## src/hdl/gmsr_consts.vh

```
/*
 * Constants for the gigabit role control and status register pair: register
 * indices, field positions, reset values and test mode encodings.
 * Assumes inclusion by bare name from the design files of this block.
 */
`ifndef GMSR_CONSTS_VH
`define GMSR_CONSTS_VH

// ----------------------------------------------------------------------------
// Register indices on the management interface
// ----------------------------------------------------------------------------
`define GMSR_IDX_CTRL 5'h09
`define GMSR_IDX_STAT 5'h0a
`define GMSR_IDX_EXP 5'h06

// ----------------------------------------------------------------------------
// Control register fields
// ----------------------------------------------------------------------------
`define GMSR_C_TEST_HI 15
`define GMSR_C_TEST_LO 13
`define GMSR_C_MANEN 12
`define GMSR_C_MANVAL 11
`define GMSR_C_PORTTYPE 10
`define GMSR_C_ADVFD 9
`define GMSR_C_ADVHD 8

// ----------------------------------------------------------------------------
// Status register fields
// ----------------------------------------------------------------------------
`define GMSR_S_FAULT 15
`define GMSR_S_ROLE 14
`define GMSR_S_LOCRX 13
`define GMSR_S_REMRX 12
`define GMSR_S_LPFD 11
`define GMSR_S_LPHD 10
`define GMSR_S_IDLE_HI 7
`define GMSR_S_IDLE_LO 0

// ----------------------------------------------------------------------------
// Expansion register page-received bit
// ----------------------------------------------------------------------------
`define GMSR_E_PAGERX 1

// ----------------------------------------------------------------------------
// Test mode codes and reset values
// ----------------------------------------------------------------------------
`define GMSR_TM_NORMAL 3'h0
`define GMSR_TM_WAVE 3'h1
`define GMSR_TM_MJIT 3'h2
`define GMSR_TM_SJIT 3'h3
`define GMSR_TM_DIST 3'h4
`define GMSR_IDLE_ZERO 8'h00
`define GMSR_IDLE_FULL 8'hff
`define GMSR_WORD_ZERO 16'h0000

`endif

```

## src/hdl/gmsr_idle_counter.v

```verilog
/*
 * Saturating idle error counter with clear on read.
 * Assumes errEvent, readClear and logicReset are on the mclk domain.
 */
`default_nettype none
`include "gmsr_consts.vh"

module gmsr_idle_counter #(
    parameter WIDTH = 8
) (
    input wire mclk,
    input wire rst_n,
    input wire logicReset,
    input wire readClear,
    input wire errEvent,
    output reg [WIDTH-1:0] count_q,
    output reg overflow_q
);

    wire isFull;

    assign isFull = &count_q;

    // ------------------------------------------------------------------------
    // Counter
    // ------------------------------------------------------------------------
    // A read clears the count; an error in the same cycle counts as one, so
    // the event is not lost.
    always @(posedge mclk) begin
        overflow_q <= 1'b0;
        if (!rst_n || logicReset) begin
            count_q <= {WIDTH{1'b0}};
        end else if (readClear) begin
            count_q <= errEvent ? {{(WIDTH-1){1'b0}}, 1'b1} : {WIDTH{1'b0}};
        end else if (errEvent) begin
            if (isFull) begin
                overflow_q <= 1'b1;
            end else begin
                count_q <= count_q + {{(WIDTH-1){1'b0}}, 1'b1};
            end
        end
    end

endmodule // gmsr_idle_counter
`default_nettype wire

```

## src/hdl/gmsr_regs.v

```verilog
/*
 * Gigabit master/slave control and status registers behind the serial
 * management register port, plus the latched page-received flag.
 * Assumes a management decoder on mclk giving one-cycle read and write
 * strobes with a register index; PHY core status inputs are asynchronous
 * and are synchronised here; strap pins are steady around reset release.
 */
`default_nettype none
`include "gmsr_consts.vh"

module gmsr_regs #(
    parameter IDLE_WIDTH = 8
) (
    input wire mclk,
    input wire rst_n,
    input wire [4:0] regIndex,
    input wire regWrite,
    input wire regRead,
    input wire [15:0] regWdata,
    output reg [15:0] regRdata_q,
    input wire [1:0] modeStrap,
    input wire logicReset,
    input wire faultPin,
    input wire roleMasterPin,
    input wire localRxOkPin,
    input wire remoteRxOkPin,
    input wire partner_gig_full_duplex,
    input wire partner_gig_half_duplex,
    input wire pageArrivedPin,
    input wire idleErrPin,
    output reg [2:0] testMode_q,
    output reg testWave_q,
    output reg testMasterJitter_q,
    output reg testSlaveJitter_q,
    output reg testDistortion_q,
    output reg forceRole_q,
    output reg forceMaster_q,
    output reg multiPort_q,
    output reg advFull_q,
    output reg advHalf_q,
    output reg idleOverflowIrq_q
);

    localparam NSYNC = 8;

    // ------------------------------------------------------------------------
    // Input synchronisers
    // ------------------------------------------------------------------------
    wire [NSYNC-1:0] asyncIn;
    reg [NSYNC-1:0] sync1_q;
    reg [NSYNC-1:0] sync2_q;
    reg idlePrev_q;

    assign asyncIn = {idleErrPin, pageArrivedPin, partner_gig_half_duplex,
                      partner_gig_full_duplex, remoteRxOkPin, localRxOkPin,
                      roleMasterPin, faultPin};

    genvar gi;
    generate
        for (gi = 0; gi < NSYNC; gi = gi + 1) begin : gSync
            always @(posedge mclk) begin
                if (!rst_n) begin
                    sync1_q[gi] <= 1'b0;
                    sync2_q[gi] <= 1'b0;
                end else begin
                    sync1_q[gi] <= asyncIn[gi];
                    sync2_q[gi] <= sync1_q[gi];
                end
            end
        end
    endgenerate

    wire faultNow = sync2_q[0];
    wire roleMaster = sync2_q[1];
    wire localRxOk = sync2_q[2];
    wire remoteRxOk = sync2_q[3];
    wire lpFull = sync2_q[4];
    wire lpHalf = sync2_q[5];
    wire pageArrived = sync2_q[6];
    wire idleErrLevel = sync2_q[7];
    wire idleErrEvent = idleErrLevel & ~idlePrev_q;

    // ------------------------------------------------------------------------
    // Access decoding
    // ------------------------------------------------------------------------
    function hit;
        input [4:0] idx;
        input [4:0] want;
        begin
            hit = (idx == want);
        end
    endfunction

    wire wrCtrl = regWrite && hit(regIndex, `GMSR_IDX_CTRL);
    wire rdStat = regRead && hit(regIndex, `GMSR_IDX_STAT);
    wire rdExp = regRead && hit(regIndex, `GMSR_IDX_EXP);

    // ------------------------------------------------------------------------
    // Strap capture after reset release
    // ------------------------------------------------------------------------
    reg inReset_q;
    always @(posedge mclk) begin
        inReset_q <= !rst_n;
    end

    // ------------------------------------------------------------------------
    // Control register
    // ------------------------------------------------------------------------
    always @(posedge mclk) begin
        if (!rst_n) begin
            testMode_q <= `GMSR_TM_NORMAL;
            forceRole_q <= 1'b0;
            forceMaster_q <= 1'b0;
            multiPort_q <= 1'b0;
            advFull_q <= 1'b0;
            advHalf_q <= 1'b0;
        end else if (inReset_q) begin
            forceRole_q <= 1'b0;
            forceMaster_q <= modeStrap[1];
            multiPort_q <= modeStrap[1];
            advFull_q <= modeStrap[0];
            advHalf_q <= modeStrap[0];
        end else if (wrCtrl) begin
            testMode_q <= regWdata[`GMSR_C_TEST_HI:`GMSR_C_TEST_LO];
            forceRole_q <= regWdata[`GMSR_C_MANEN];
            forceMaster_q <= regWdata[`GMSR_C_MANVAL];
            multiPort_q <= regWdata[`GMSR_C_PORTTYPE];
            advFull_q <= regWdata[`GMSR_C_ADVFD];
            advHalf_q <= regWdata[`GMSR_C_ADVHD];
        end
    end

    // Test mode strobes; reserved codes select no test.
    always @(posedge mclk) begin
        if (!rst_n) begin
            testWave_q <= 1'b0;
            testMasterJitter_q <= 1'b0;
            testSlaveJitter_q <= 1'b0;
            testDistortion_q <= 1'b0;
        end else begin
            testWave_q <= (testMode_q == `GMSR_TM_WAVE);
            testMasterJitter_q <= (testMode_q == `GMSR_TM_MJIT);
            testSlaveJitter_q <= (testMode_q == `GMSR_TM_SJIT);
            testDistortion_q <= (testMode_q == `GMSR_TM_DIST);
        end
    end

    // ------------------------------------------------------------------------
    // Latched-high status
    // ------------------------------------------------------------------------
    reg fault_q;
    reg pageRx_q;
    always @(posedge mclk) begin
        if (!rst_n) begin
            fault_q <= 1'b0;
            pageRx_q <= 1'b0;
            idlePrev_q <= 1'b0;
        end else begin
            idlePrev_q <= idleErrLevel;
            if (faultNow) begin
                fault_q <= 1'b1;
            end else if (rdStat) begin
                fault_q <= 1'b0;
            end
            if (pageArrived) begin
                pageRx_q <= 1'b1;
            end else if (rdExp) begin
                pageRx_q <= 1'b0;
            end
        end
    end

    // ------------------------------------------------------------------------
    // Idle error counter
    // ------------------------------------------------------------------------
    wire [IDLE_WIDTH-1:0] idleCount;
    wire idleOverflow;

    gmsr_idle_counter #(
        .WIDTH(IDLE_WIDTH)
    ) uIdle (
        .mclk(mclk),
        .rst_n(rst_n),
        .logicReset(logicReset),
        .readClear(rdStat),
        .errEvent(idleErrEvent),
        .count_q(idleCount),
        .overflow_q(idleOverflow)
    );

    always @(posedge mclk) begin
        if (!rst_n) begin
            idleOverflowIrq_q <= 1'b0;
        end else begin
            idleOverflowIrq_q <= idleOverflow;
        end
    end

    // ------------------------------------------------------------------------
    // Read data
    // ------------------------------------------------------------------------
    reg [15:0] rdMux;
    always @* begin
        rdMux = `GMSR_WORD_ZERO;
        if (hit(regIndex, `GMSR_IDX_CTRL)) begin
            rdMux[`GMSR_C_TEST_HI:`GMSR_C_TEST_LO] = testMode_q;
            rdMux[`GMSR_C_MANEN] = forceRole_q;
            rdMux[`GMSR_C_MANVAL] = forceMaster_q;
            rdMux[`GMSR_C_PORTTYPE] = multiPort_q;
            rdMux[`GMSR_C_ADVFD] = advFull_q;
            rdMux[`GMSR_C_ADVHD] = advHalf_q;
        end else if (hit(regIndex, `GMSR_IDX_STAT)) begin
            rdMux[`GMSR_S_FAULT] = fault_q;
            rdMux[`GMSR_S_ROLE] = roleMaster;
            rdMux[`GMSR_S_LOCRX] = localRxOk;
            rdMux[`GMSR_S_REMRX] = remoteRxOk;
            rdMux[`GMSR_S_LPFD] = lpFull;
            rdMux[`GMSR_S_LPHD] = lpHalf;
            rdMux[`GMSR_S_IDLE_HI:`GMSR_S_IDLE_LO] = idleCount[7:0];
        end else if (hit(regIndex, `GMSR_IDX_EXP)) begin
            rdMux[`GMSR_E_PAGERX] = pageRx_q;
        end
    end

    always @(posedge mclk) begin
        if (!rst_n) begin
            regRdata_q <= `GMSR_WORD_ZERO;
        end else if (regRead) begin
            regRdata_q <= rdMux;
        end
    end

endmodule // gmsr_regs
`default_nettype wire

```

## config.mk

```make
export PLATFORM = sky130hd
export DESIGN_NAME = gmsr_regs
export DESIGN_NICKNAME = d
export VERILOG_FILES = /design/src/hdl/gmsr_idle_counter.v /design/src/hdl/gmsr_regs.v
export VERILOG_INCLUDE_DIRS = /design/src /design/src/hdl
export SDC_FILE = /design/constraint.sdc
export NUM_CORES = 1
export LEC_CHECK = 0
export ABC_AREA = 0
export ABC_CLOCK_PERIOD_IN_PS = 1800
export BUFFER_PORTS_ARGS = -buffer_cell sky130_fd_sc_hd__buf_2
export CAP_MARGIN = 20
export CORE_MARGIN = 2
export CORE_UTILIZATION = 25
export CTS_CLUSTER_SIZE = 20
export DETAILED_ROUTE_END_ITERATION = 6
export PLACE_DENSITY = 0.54
export SLEW_MARGIN = 20
export SYNTH_ARGS = -nofsm -noshare
export SYNTH_HDL_FRONTEND = slang
export SYNTH_SLANG_ARGS = --single-unit
```

## constraint.sdc

```tcl
create_clock -name mclk -period 1.8 [get_ports mclk]
set_input_delay 0.09 -clock mclk [delete_from_list [all_inputs] [get_ports mclk]]
set_output_delay 0.09 -clock mclk [all_outputs]
set_load 0.02 [all_outputs]
```

### Word level (Yosys, flattened, before mapping)

Cells that the tools add are included.

| word-level totals | value |
|---|---|
| register bits after elaboration | 58 |
| bits of input ports | 36 |

| cells by class | value |
|---|---|
| $add $sub $neg | 1 |
| eq/ne operators | 8 |
| multiplexer cells | 25 |
| bitwise operators | 5 |
| reduce and logical (&&, ||, !) cells | 14 |

Operators with widths:

| cell | count |
|---|---|
| $mux W8 | 4 |
| $mux W6 | 3 |
| $mux W1 | 17 |
| $eq A5 B4 Y1 const B | 2 |
| $add A8 B1 Y8 const B | 1 |
| $reduce_and A8 Y1 | 1 |
| $reduce_bool A2 Y1 | 4 |
| $eq A3 B2 Y1 const B | 2 |
| $eq A5 B3 Y1 const B | 1 |
| $not A1 Y1 | 4 |
| $reduce_and A2 Y1 | 2 |
| $eq A3 B1 Y1 const B | 1 |
| $eq A3 B3 Y1 const B | 1 |
| $logic_and A1 B1 Y1 | 3 |
| $reduce_or A3 Y1 | 1 |
| $mux W2 | 1 |
| $ne A2 B2 Y1 const B | 1 |
| $reduce_or A2 Y1 | 1 |
| $and A1 B1 Y1 | 1 |
| $logic_not A1 Y1 | 1 |
| $logic_or A1 B1 Y1 | 1 |

### Logic depth before layout (Yosys ltp)

Gate-level depths: netlist of run 1.

| logic depth | value |
|---|---|
| word-level depth | 4 |
| gate-level depth with buffers | 6 |
| depth with buffers taken out | 5 |

### Modules after synthesis

From an unflattened synthesis of run 1, not the netlist that was laid out.

| unflattened totals | value |
|---|---|
| cell total of the unflattened synthesis | 225 |
| area, all modules | 2233.4 µm² |

By module, submodules not included:

| module | instances | cells each | area each (µm²) |
|---|---|---|---|
| gmsr_regs | 1 | 170 | 1716.6 |
| gmsr_idle_counter | 1 | 55 | 516.7 |

### Worst setup path before layout of run 1

No wires, ideal clock.

| path | value |
|---|---|
| kind | reg-to-reg |
| start point | reg uIdle.count_q[0] |
| end point | reg uIdle.count_q[5] |
| library setup time | 0.070 ns |
| arrival | 1.382 ns |
| required time | 1.730 ns |
| slack | 0.348 ns |
| cell stages (with the launch flop) | 6 |
| clock period less this slack | 1.452 ns |
| cells stage by stage | dfxtp_1 ha_1 nand3_1 o21ai_2 or4_1 a21oi_1 |

| between the ends | value |
|---|---|
| longest elaborated chain between the ends | 4 |

Ends and longest elaborated chain:

| what | RTL line | RTL |
|---|---|---|
| start, declared | gmsr_idle_counter.v:16 | `output reg [WIDTH-1:0] count_q,` |
| start signal, assigned | gmsr_idle_counter.v:32 | `count_q <= {WIDTH{1'b0}};` |
| start signal, assigned | gmsr_idle_counter.v:34 | `count_q <= errEvent ? {{(WIDTH-1){1'b0}}, 1'b1} : {WIDTH{1'b0}};` |
| start signal, assigned | gmsr_idle_counter.v:39 | `count_q <= count_q + {{(WIDTH-1){1'b0}}, 1'b1};` |
| $add A8 B1 Y8 | gmsr_idle_counter.v:39 |  |
| $mux W8 | gmsr_idle_counter.v:36 | `if (isFull) begin` |
| $mux W8 | gmsr_idle_counter.v:35 | `end else if (errEvent) begin` |
| $mux W8 | gmsr_idle_counter.v:33 | `end else if (readClear) begin` |

Parallel ways exist; a longest one is shown, timed or not. The select of a mux whose other input is x is not followed.
A chain may end at the register's enable or synchronous reset.

### Final worst setup path of run 1

Ends and elaborated chain as after synthesis.

==> results of run 1 <==
[layout make-up]
cell class | instances | area [µm²] | share of cell area, %
Clock inverter | 6 | 33.8 | 1.24
Clock buffer | 10 | 128 | 4.69
Multi-Input combinational cell | 129 | 823 | 30.3
Timing Repair Buffer | 73 | 435 | 16.0
Inverter | 3 | 11.3 | 0.414
Sequential cell | 58 | 1160 | 42.7
Tap cell | 102 | 128 | 4.69
[report_power, final]
| part | switching [µW] | leakage [µW] | internal [µW] |
|---|---|---|---|
| Clock | 488 | 0.0000896 | 488 |
| Sequential | 13.9 | 0.000472 | 1310 |
| Combinational | 71.9 | 0.000610 | 70.5 |
[cell families after synthesis]
family / Yosys count / share of synthesized area [%]
xor+xnor: 1 / 0.428
mux: 7 / 3.43
fa+ha+maj: 1 / 0.612
compound gates: 41 / 13.5
buf+inv: 12 / 3.00
simple gates: 79 / 22.3
flops: 58 / 56.8
[timing repair]
item                                    in CTS  in global routing
endpoints found under the setup margin       0                  0
setup buffers                                0                  0
hold buffers                                11                  0
hold endpoints to repair                    11                  0
gates resized for setup                      0                  0
[path summary, 6_finish.rpt]
kind	slack [ns]	cells after the start	start	end
setup / recovery	0.21	5	uIdle.count_q[0]$_SDFFE_PP0P_	uIdle.count_q[5]$_SDFFE_PP0P_
hold / removal	0.05	3	regWdata[11]	forceMaster_q$_SDFFE_PN0P_
setup reg to reg	0.21	5	uIdle.count_q[0]$_SDFFE_PP0P_	uIdle.count_q[5]$_SDFFE_PP0P_
hold reg to reg	0.43	1	sync1_q[5]$_SDFF_PN0_	lpHalf$_SDFF_PN0_
[per-stage QoR]
step / hold slack [ns] / utilization [%] / area [µm²] / worst slack [ns]
after floorplan: 0.217 / - / 2050 / 0.348
after global placement: 0.299 / 31.2 / 2450 / 0.242
after detailed placement: 0.302 / 31.2 / 2450 / 0.253
after CTS: 0.0352 / 34.7 / 2720 / 0.233
after global routing: 0.0538 / 34.7 / 2720 / 0.0806
final: 0.0469 / 34.7 / 2720 / 0.210
[flip-flops by register name, summed over array words and instances (netlist names), 3 cells and up]
register and count:
regRdata_q 16, uIdle.count_q 8, sync1_q 8, testMode_q 3
[critical path: cells and delay by family (launching register included)]
family,cells,cell delay (ns)
AND/OR/NAND/NOR,2,0.59
flip-flops,1,0.37
adder cells (fa/ha/maj),1,0.28
AO/OA/AOI/OAI,2,0.26
[per-layer routing]
metal	vias up	track usage (%)	wire length, µm
li1	865	-	-
met1	755	15.1	2270
met2	72	16.7	1980
met3	10	3.91	422
met4	0	6.88	109
met5	-	0	0
[layout by cell type, fill, tap and decap left out, types with 2 or more instances in the layout]
cell type and instances:
nor2_1 22, nand4_1 3, nand2b_1 2, dfxtp_1 58, a21oi_1 13, a222oi_1 6
or3_1 3, clkbuf_8 9, and2_1 19, and4b_1 2, dlygate4sd3_1 11, buf_4 6
nand2_1 8, buf_2 56, o21ai_0 7, nand3_1 4, a22oi_1 9, mux2i_1 7
nor3_1 4, clkinv_2 5, nor4b_1 3
==> metrics.md, run 1 <==
| Metric | Value |
|---|---|
| Clock root cell | `clkbuf_8` |
| CP Cell Sequence | `ha_1 -> nand3_1 -> o21ai_2 -> or4_1 -> a21oi_1` |
| Setup_tns | `0 ns` |
| Critical Path Max Stage Delay | `0.48 ns` |
| Gpl congestion | `0.781` |
| Clock buffer depth | `2` |
| Die Area | `8920 µm²` |
| Routed Antenna Nets | `0` |
| Synth top area cells | `dfxtp_1, and2_1, nor2_1, mux2i_1, a22oi_1` |
| Crit end category | `flop` |
| Worst path required time | `2.06 ns` |
| Final hold violation count | `0` |
| Largest net degree at the start of global routing | `26` |
| Min Tclk post-route | `1.59 ns` |
| Final count of negative-setup-slack endpoints | `0` |
| Number of fill cells | `827` |
| Placed cell count | `354` |
| Leakage | `0.00117 µW` |
| Initial core utilization | `26.1%` |
| Dpl hpwl | `3330 µm` |
| Total power | `2440 µW` |
| CTS clk-pin slew, worst paths | `0.07 ns` |
| Final period utilization | `88.3%` |
| WL per Instance | `12.6 µm` |
| Worst VDD drop | `0.308 mV` |
| Vias | `1,702` |
| Top-count cell post-synth | `dfxtp_1` |
| Drt first pass iters | `6` |
| Insertion delay to the later sink of the worst-skew pair | `0.33 ns` |
| Syn. warnings | `0` |
| H-tree lvl count | `3` |
| Total track usage | `11.6%` |
| Syn Nets | `236` |
| Critical path arrival | `1.85 ns` |
| Drt total wl | `4790 µm` |
| Slew at the pin closest to its max-slew limit | `0.440 ns` |
| Worst setup SP type | `flop` |
| # port buffers | `56` |
| DR iter-0 viols | `156` |
| Max Freq | `629 MHz` |
| Ant. Diodes | `0` |
| Slowest-stage cell, CP | `or4_1` |
| Slew Viols, Final | `0` |
| Cell taking the most area after synthesis | `dfxtp_1` |
| Antenna violations before repair | `0` |
| Unique masters post-synth | `39` |
| Top_reg_cell synth | `dfxtp_1` |
| Final Non-Filler Cells | `381` |
| I/O pin count | `65` |
| Yosys top cell area share | `56.8%` |
| Synth cell count leaders | `dfxtp_1, nor2_1, and2_1` |
| Vias per Instance | `4.47` |
| Die Width | `94.5 µm` |
| Die Y | `94.5 µm` |
| Seq/Total Area, Yosys | `56.8%` |
| Post-synthesis cell area | `2050 µm²` |
| P&R area growth vs syn | `33.0%` |
| Layout cells sized above 1 | `29.0%` |
| Number of synthesized flops with an enable pin | `0` |
| Mapped Cells | `199` |
| Vias in the first global route | `1,629` |
| # DRC | `0` |
| Outcome | `complete, no violations` |
| Syn_area_per_cell | `10.3 µm²` |
| CP max FO | `9` |
| PwrDens | `899 nW/µm²` |
| First-pass GRT wire length | `7800 µm` |
| Max-cap viol count | `0` |
| Core Region | `7850 µm²` |
| CTS tree | `yes` |
| Yosys reg bits | `58` |
| RSZ-0062 raised after global routing | `false` |
| Worst Setup Path Type | `flop to flop` |
| TritonCTS Buffers | `9` |
| Clock Skew | `0.00708 ns` |
| Grt ovf | `0` |
| Nets | `311` |
| Site Rows | `32` |
| CTS sink count | `58` |
| Worst Hold Class | `input pin to flop` |
| Relative slew slack | `70.6%` |
| Ys async rst share | `0%` |
(Power assumes the default switching activity.)
==> run 2: changes to the inputs <==
Settings changed: PLACE_DENSITY 0.54 to 0.53, SYNTH_HIERARCHICAL from default to 1.
==> metrics.md, run 2 <==
| Metric | Value |
|---|---|
| Outcome | `complete, no violations (unchanged)` |
| Worst Hold Class | `input pin to flop (unchanged)` |
| Final hold violation count | `0 (unchanged)` |
| Total track usage | `12.3% (was 11.6%)` |
| Syn_area_per_cell | `9.93 µm² (was 10.3 µm²)` |
| Commonest non-fill, non-tap cell in the layout | `dfxtp_1 (unchanged)` |
| Gpl congestion | `0.810 (was 0.781)` |
| Initial core utilization | `25.7% (was 26.1%)` |
| CTS clk-pin slew, worst paths | `0.07 ns (about the same)` |
| Seq/Total Area, Yosys | `52.0% (was 56.8%)` |
| Worst VDD drop | `0.357 mV (was 0.308 mV)` |
| Net Sw Frac | `21.4% (was 23.5%)` |
| DR iter-0 viols | `140 (was 156)` |
| Syn Nets | `262 (was 236)` |
| Drt first pass iters | `4 (was 6)` |
| # DRC | `0 (unchanged)` |
| Number of synthesized flops with an enable pin | `0 (unchanged)` |
| Vias per Instance | `4.64 (was 4.47)` |
| Sw Pwr | `623 µW (was 574 µW)` |
| Gate power share | `6.1% (was 5.8%)` |
| CTS sink count | `58 (unchanged)` |
| P&R area growth vs syn | `33.3% (was 33.0%)` |
| I/O pin count | `65 (unchanged)` |
| Hold-fix buffers, CTS | `11 (unchanged)` |
| Setup_tns | `0 ns (unchanged)` |
| Clock buffer depth | `2 (unchanged)` |
| Routed Antenna Nets | `0 (unchanged)` |
| Final Non-Filler Cells | `410 (was 381)` |
| Internal power | `2280 µW (was 1870 µW)` |
| Post-CTS Repair Setup Buffers | `0 (unchanged)` |
| Synth top area cells | `dfxtp_1, and2_1, o21ai_0, nand2_1, a32oi_1 (was dfxtp_1, and2_1, nor2_1, mux2i_1, a22oi_1)` |
| CP Cell Sequence | `ha_1 -> and4_1 -> a31oi_1 -> nor3_1 (was ha_1 -> nand3_1 -> o21ai_2 -> or4_1 -> a21oi_1)` |
| Synth cell count leaders | `dfxtp_1, and2_1, nand2_1 (was dfxtp_1, nor2_1, and2_1)` |
| Register name with the most flops | `regRdata_q (unchanged)` |
| Core Region | `8680 µm² (was 7850 µm²)` |
| Min Tclk post-route | `1.58 ns (was 1.59 ns)` |
| Syn. warnings | `6 (was 0)` |
| Biggest regs | `regRdata_q: 16 flops, sync1_q: 8 flops, uIdle/count_q: 8 flops (was regRdata_q: 16 flops, sync1_q: 8 flops, uIdle.count_q: 8 flops)` |
| Yosys top cell area share | `52.0% (was 56.8%)` |
| Max Freq | `634 MHz (was 629 MHz)` |
| Total power | `2910 µW (was 2440 µW)` |
| Crit end category | `flop (unchanged)` |
| PwrDens | `976 nW/µm² (was 899 nW/µm²)` |
| Vias in the first global route | `1,801 (was 1,629)` |
| Slowest-stage cell, CP | `dfxtp_1 (was or4_1)` |
| Nets | `334 (was 311)` |
| WL per Instance | `13.8 µm (was 12.6 µm)` |
| Final count of negative-setup-slack endpoints | `0 (unchanged)` |
| First-pass GRT wire length | `9260 µm (was 7800 µm)` |
| Max-cap viol count | `0 (unchanged)` |
| Clock Skew | `0.00608 ns (was 0.00708 ns)` |
| Drt total wl | `5640 µm (was 4790 µm)` |
| Worst Setup Path Type | `flop to flop (unchanged)` |
| Dpl hpwl | `4060 µm (was 3330 µm)` |
| Ant. Diodes | `0 (unchanged)` |
| Clock root cell | `clkbuf_8 (unchanged)` |
| Leakage | `0.00121 µW (was 0.00117 µW)` |
| Slew Viols, Final | `0 (unchanged)` |
| CTS tree | `yes (unchanged)` |
| Post-cts sizing count | `0 (unchanged)` |
| TritonCTS Buffers | `9 (unchanged)` |
| RSZ-0062 raised after global routing | `false (unchanged)` |
| Top-count cell post-synth | `dfxtp_1 (unchanged)` |
| Relative slew slack | `60.8% (was 70.6%)` |
| Cell taking the most area after synthesis | `dfxtp_1 (unchanged)` |
| Top_reg_cell synth | `dfxtp_1 (unchanged)` |
| CP max FO | `9 (unchanged)` |
| # port buffers | `56 (unchanged)` |
| Vias | `1,903 (was 1,702)` |
| Die Width | `98.5 µm (was 94.5 µm)` |
| Largest net degree at the start of global routing | `29 (was 26)` |
| Insertion delay to the later sink of the worst-skew pair | `0.33 ns (about the same)` |
| Mapped Cells | `225 (was 199)` |
| Worst setup SP type | `flop (unchanged)` |
| Slew at the pin closest to its max-slew limit | `0.586 ns (was 0.440 ns)` |
| Die Area | `9710 µm² (was 8920 µm²)` |
| Most frequent cells in the layout | `dfxtp_1, buf_2, and2_1 (was dfxtp_1, buf_2, nor2_1)` |
| Antenna violations before repair | `0 (unchanged)` |
| Post-synthesis cell area | `2230 µm² (was 2050 µm²)` |
| Yosys reg bits | `58 (unchanged)` |
| Layout cells sized above 1 | `28.5% (was 29.0%)` |
| Placed cell count | `383 (was 354)` |
| Max reg flops | `16 (unchanged)` |
| Sequential power share | `45.7% (was 54.3%)` |
| Clk pwr share | `48.2% (was 39.9%)` |
| Final core occ | `34.3% (was 34.7%)` |
| Unique masters post-synth | `43 (was 39)` |
| Critical Path Max Stage Delay | `0.49 ns (was 0.48 ns)` |
| Ys async rst share | `0% (unchanged)` |
| Grt ovf | `0 (unchanged)` |
| Worst path required time | `2.05 ns (was 2.06 ns)` |
| Die Y | `98.5 µm (was 94.5 µm)` |
| Site Rows | `34 (was 32)` |
| Critical path arrival | `1.83 ns (was 1.85 ns)` |
| H-tree lvl count | `3 (unchanged)` |
| Final period utilization | `87.7% (was 88.3%)` |
[run 2: through the flow]
| step | worst slack, ns | cell area, µm² | hold WS [ns] |
|---|---|---|---|
| after floorplan | 0.408 | 2230 | 0.191 |
| after global placement | 0.258 | 2630 | 0.301 |
| after detailed placement | 0.261 | 2630 | 0.301 |
| after CTS | 0.255 | 2980 | 0.0133 |
| after global routing | 0.138 | 2980 | 0.0360 |
| final | 0.221 | 2980 | 0.0264 |
[run 2: area by class of cell]
type                       instances  area, µm²
sequential                        58       1160
multi-input combinational        149        990
clock inverter                     4       72.6
inverter                           7       26.3
tap                              108        135
fill                             933       5700
timing repair buffer              72        428
clock buffer                      12        165
[run 2: power groups by stage]
stage | combinational, µW | sequential, µW | clock [µW]
detailed placement | 162 | 1360 | 0
CTS | 180 | 1330 | 1440
global route | 199 | 1330 | 1500
floorplan | 78.8 | 1360 | 0
finish | 178 | 1330 | 1400
global placement | 161 | 1360 | 0
[run 2: logic make-up after synthesis]
family	count (synthesis)	synth area share (%)
simple gates	88	24.7
flops	58	52.0
compound gates	55	16.8
buf+inv	18	3.70
mux	5	2.24
fa+ha+maj	1	0.560
[run 2: final timing paths]
kind	start	endpoint	slack, ns	depth (start not counted)
max	uIdle/count_q[0]$_SDFFE_PP0P_	uIdle/count_q[6]$_SDFFE_PP0P_	0.22	4
min	regWdata[12]	forceRole_q$_SDFFE_PP0P_	0.03	3
max reg2reg	uIdle/count_q[0]$_SDFFE_PP0P_	uIdle/count_q[6]$_SDFFE_PP0P_	0.22	4
min reg2reg	sync1_q[1]$_SDFF_PN0_	roleMaster$_SDFF_PN0_	0.43	1
[run 2: layer usage]
metal  vias up  track usage [%]  part of all wire [%]
li1        959                -                     -
met1       881             16.0                    47
met2        50             18.6                    46
met3        13             3.48                   5.3
met4         0             6.53                   2.1
met5         -                0                     0
[run 2: worst max-delay path, delay by kind of cell (launching register included)]
kind,cells,cell delay [ns]
flip-flops,1,0.49
AND/OR/NAND/NOR,2,0.47
adder cells (fa/ha/maj),1,0.45
AO/OA/AOI/OAI,1,0.10
==> run 3: changes to the inputs <==
Settings changed: ABC_CLOCK_PERIOD_IN_PS 1800 to 2000.
Clock period 1.8 ns to 2 ns, I/O delays scaled along.
==> metrics.md, run 3 (synthesis results as in run 2) <==
| Metric | Value |
|---|---|
| DR iter-0 viols | `98 (was 140)` |
| Drt first pass iters | `4 (unchanged)` |
| Worst hold path endpoint | `testMode_q[1]$_SDFFE_PN0P_ (was forceRole_q$_SDFFE_PP0P_)` |
| Final worst slack | `0.404 ns (was 0.221 ns)` |
| Most frequent cells in the layout | `dfxtp_1, buf_2, and2_1 (unchanged)` |
| Commonest non-fill, non-tap cell in the layout | `dfxtp_1 (unchanged)` |
| Drt total wl | `5540 µm (was 5640 µm)` |
| Critical Path Max Stage Delay | `0.47 ns (was 0.49 ns)` |
| Sw Pwr | `555 µW (was 623 µW)` |
| Gate power share | `6.1% (about the same)` |
| Slowest-stage cell, CP | `dfxtp_1 (unchanged)` |
| Slew Viols, Final | `0 (unchanged)` |
| TritonCTS Buffers | `9 (unchanged)` |
| CTS tree | `yes (unchanged)` |
| Largest net degree at the start of global routing | `29 (unchanged)` |
| Max-cap viol count | `0 (unchanged)` |
| Crit end category | `flop (unchanged)` |
| CTS sink count | `58 (unchanged)` |
| FF-to-FF Start | `uIdle/count_q[0]$_SDFFE_PP0P_ (unchanged)` |
| Total track usage | `12.0% (was 12.3%)` |
| Biggest regs | `regRdata_q: 16 flops, sync1_q: 8 flops, uIdle/count_q: 8 flops (unchanged)` |
| FF-to-FF path depth | `4 (unchanged)` |
| Gpl congestion | `0.779 (was 0.810)` |
| Min Tclk post-route | `1.60 ns (was 1.58 ns)` |
| R2R Path End | `uIdle/count_q[6]$_SDFFE_PP0P_ (unchanged)` |
| Setup_tns | `0 ns (unchanged)` |
| Layout cells sized above 1 | `28.1% (was 28.5%)` |
| Insertion delay to the later sink of the worst-skew pair | `0.33 ns (about the same)` |
| CP Buf/Inv Count | `0 (unchanged)` |
| Clock buffer depth | `2 (unchanged)` |
| I/O pin count | `65 (unchanged)` |
| Critical path arrival | `1.84 ns (was 1.83 ns)` |
| Dpl hpwl | `4060 µm (about the same)` |
| Ant. Diodes | `0 (unchanged)` |
| Leakage | `0.00119 µW (was 0.00121 µW)` |
| Cell family with most CP delay | `simple AND/OR/NAND/NOR gates (was flip-flops)` |
| Core Region | `8680 µm² (unchanged)` |
| PwrDens | `876 nW/µm² (was 976 nW/µm²)` |
| Max reg flops | `16 (unchanged)` |
| H-tree lvl count | `3 (unchanged)` |
| Vias in the first global route | `1,845 (was 1,801)` |
| Register name with the most flops | `regRdata_q (unchanged)` |
| RSZ-0062 raised after global routing | `false (unchanged)` |
| P&R area growth vs syn | `31.7% (was 33.3%)` |
| Internal power | `2020 µW (was 2280 µW)` |
| First-pass GRT wire length | `9170 µm (was 9260 µm)` |
| Nets | `331 (was 334)` |
| Final count of negative-setup-slack endpoints | `0 (unchanged)` |
| CP Cell Sequence | `ha_1 -> and4_1 -> a31oi_1 -> nor3_1 (unchanged)` |
| # port buffers | `56 (unchanged)` |
| Worst Hold Class | `input pin to flop (unchanged)` |
| Worst Setup Path Type | `flop to flop (unchanged)` |
| CTS clk-pin slew, worst paths | `0.07 ns (about the same)` |
| Hold Crit Depth | `3 (unchanged)` |
| Outcome | `complete, no violations (unchanged)` |
| Max Freq | `627 MHz (was 634 MHz)` |
| CP max FO | `9 (unchanged)` |
| Grt ovf | `0 (unchanged)` |
| Clk pwr share | `47.5% (was 48.2%)` |
| WL per Instance | `13.6 µm (was 13.8 µm)` |
| Relative slew slack | `61.1% (was 60.8%)` |
| Clock Skew | `0.00825 ns (was 0.00608 ns)` |
| Clock root cell | `clkbuf_8 (unchanged)` |
| Worst setup SP type | `flop (unchanged)` |
| Post-cts sizing count | `0 (unchanged)` |
| Net Sw Frac | `21.5% (was 21.4%)` |
| Final period utilization | `79.8% (was 87.7%)` |
| Reg2reg setup slack | `0.40 ns (was 0.22 ns)` |
| Vias per Instance | `4.59 (was 4.64)` |
| Worst VDD drop | `0.317 mV (was 0.357 mV)` |
| Final hold violation count | `0 (unchanged)` |
| Die Width | `98.5 µm (unchanged)` |
| Hold Path Origin | `regWdata[14] (was regWdata[12])` |
| # DRC | `0 (unchanged)` |
| Initial core utilization | `25.7% (unchanged)` |
| Pre-CTS WS | `0.455 ns (was 0.261 ns)` |
| Routed Antenna Nets | `0 (unchanged)` |
| Antenna violations before repair | `0 (unchanged)` |
| Sequential power share | `46.4% (was 45.7%)` |
| Die Y | `98.5 µm (unchanged)` |
| Slew at the pin closest to its max-slew limit | `0.581 ns (was 0.586 ns)` |
| Die Area | `9710 µm² (unchanged)` |
| Site Rows | `34 (unchanged)` |
| Vias | `1,868 (was 1,903)` |
| Worst path required time | `2.24 ns (was 2.05 ns)` |
==> run 3: changes by cell type in the layout (fill, tap and decap cells not counted) <==
cell,delta
dlygate4sd3_1,-2
buf_4,-1
clkbuf_1,+1
clkbuf_8,-1
clkinv_4,+1
clkinvlp_4,-1
==> run 3: timing repair <==
action | in CTS | in global routing
buffers inserted | 0 | 0
endpoints found under the setup margin | 0 | 0
hold endpoints to repair | 9 | 0
hold buffers | 9 | 0
==> run 3: how the worst max path moves through the flow <==
stage / cells past startpoint / to / from
after detailed placement: 4 / uIdle/count_q[6]$_SDFFE_PP0P_ / uIdle/count_q[0]$_SDFFE_PP0P_
after floorplan: 7 / uIdle/count_q[4]$_SDFFE_PP0P_ / regIndex[1]
after global routing: 4 / uIdle/count_q[6]$_SDFFE_PP0P_ / uIdle/count_q[0]$_SDFFE_PP0P_
after global placement: 4 / uIdle/count_q[6]$_SDFFE_PP0P_ / uIdle/count_q[0]$_SDFFE_PP0P_
after CTS: 4 / uIdle/count_q[6]$_SDFFE_PP0P_ / uIdle/count_q[0]$_SDFFE_PP0P_
final: 4 / uIdle/count_q[6]$_SDFFE_PP0P_ / uIdle/count_q[0]$_SDFFE_PP0P_
==> run 3: layout make-up <==
cell class,instances,area [µm²]
clock buffers,12,155
repair buffers,69,400
fillers,928,5740
clock inverters,4,73.8
well taps,108,135
inverters,7,26.3
flip-flops and latches,58,1160
multi-input cells,149,990
==> run 3: worst min-delay path: stages <==
cell,delay [ns]
buf_2,0.10
nand2_1,0.05
mux2i_1,0.06
==> run 3: through the flow <==
stage	hold WS [ns]	instance area [µm²]	total power (µW)	std cells	util, %
2_1_floorplan	0.201	2230	1300	225	-
3_3_place_gp	0.312	2620	1370	382	30.2
3_5_place_dp	0.309	2620	1370	382	30.2
4_1_cts	0.00596	2940	2610	407	33.9
5_1_grt	0.0327	2940	2690	407	33.9
6_report	0.0203	2940	2580	407	33.9
==> run 3: layer usage <==
metal,wire (µm),global-route usage (%),vias to the layer above
li1,-,-,950
met1,2580,15.6,857
met2,2580,18.5,59
met3,338,4.18,2
met4,40,4.74,0
met5,0,0,-
==> run 3: power groups by stage <==
| stage | clock network, µW | logic, µW | registers, µW |
|---|---|---|---|
| global placement | 0 | 145 | 1220 |
| global route | 1310 | 176 | 1200 |
| detailed placement | 0 | 146 | 1220 |
| CTS | 1260 | 160 | 1190 |
| finish | 1220 | 157 | 1200 |
| floorplan | 0 | 71.0 | 1230 |
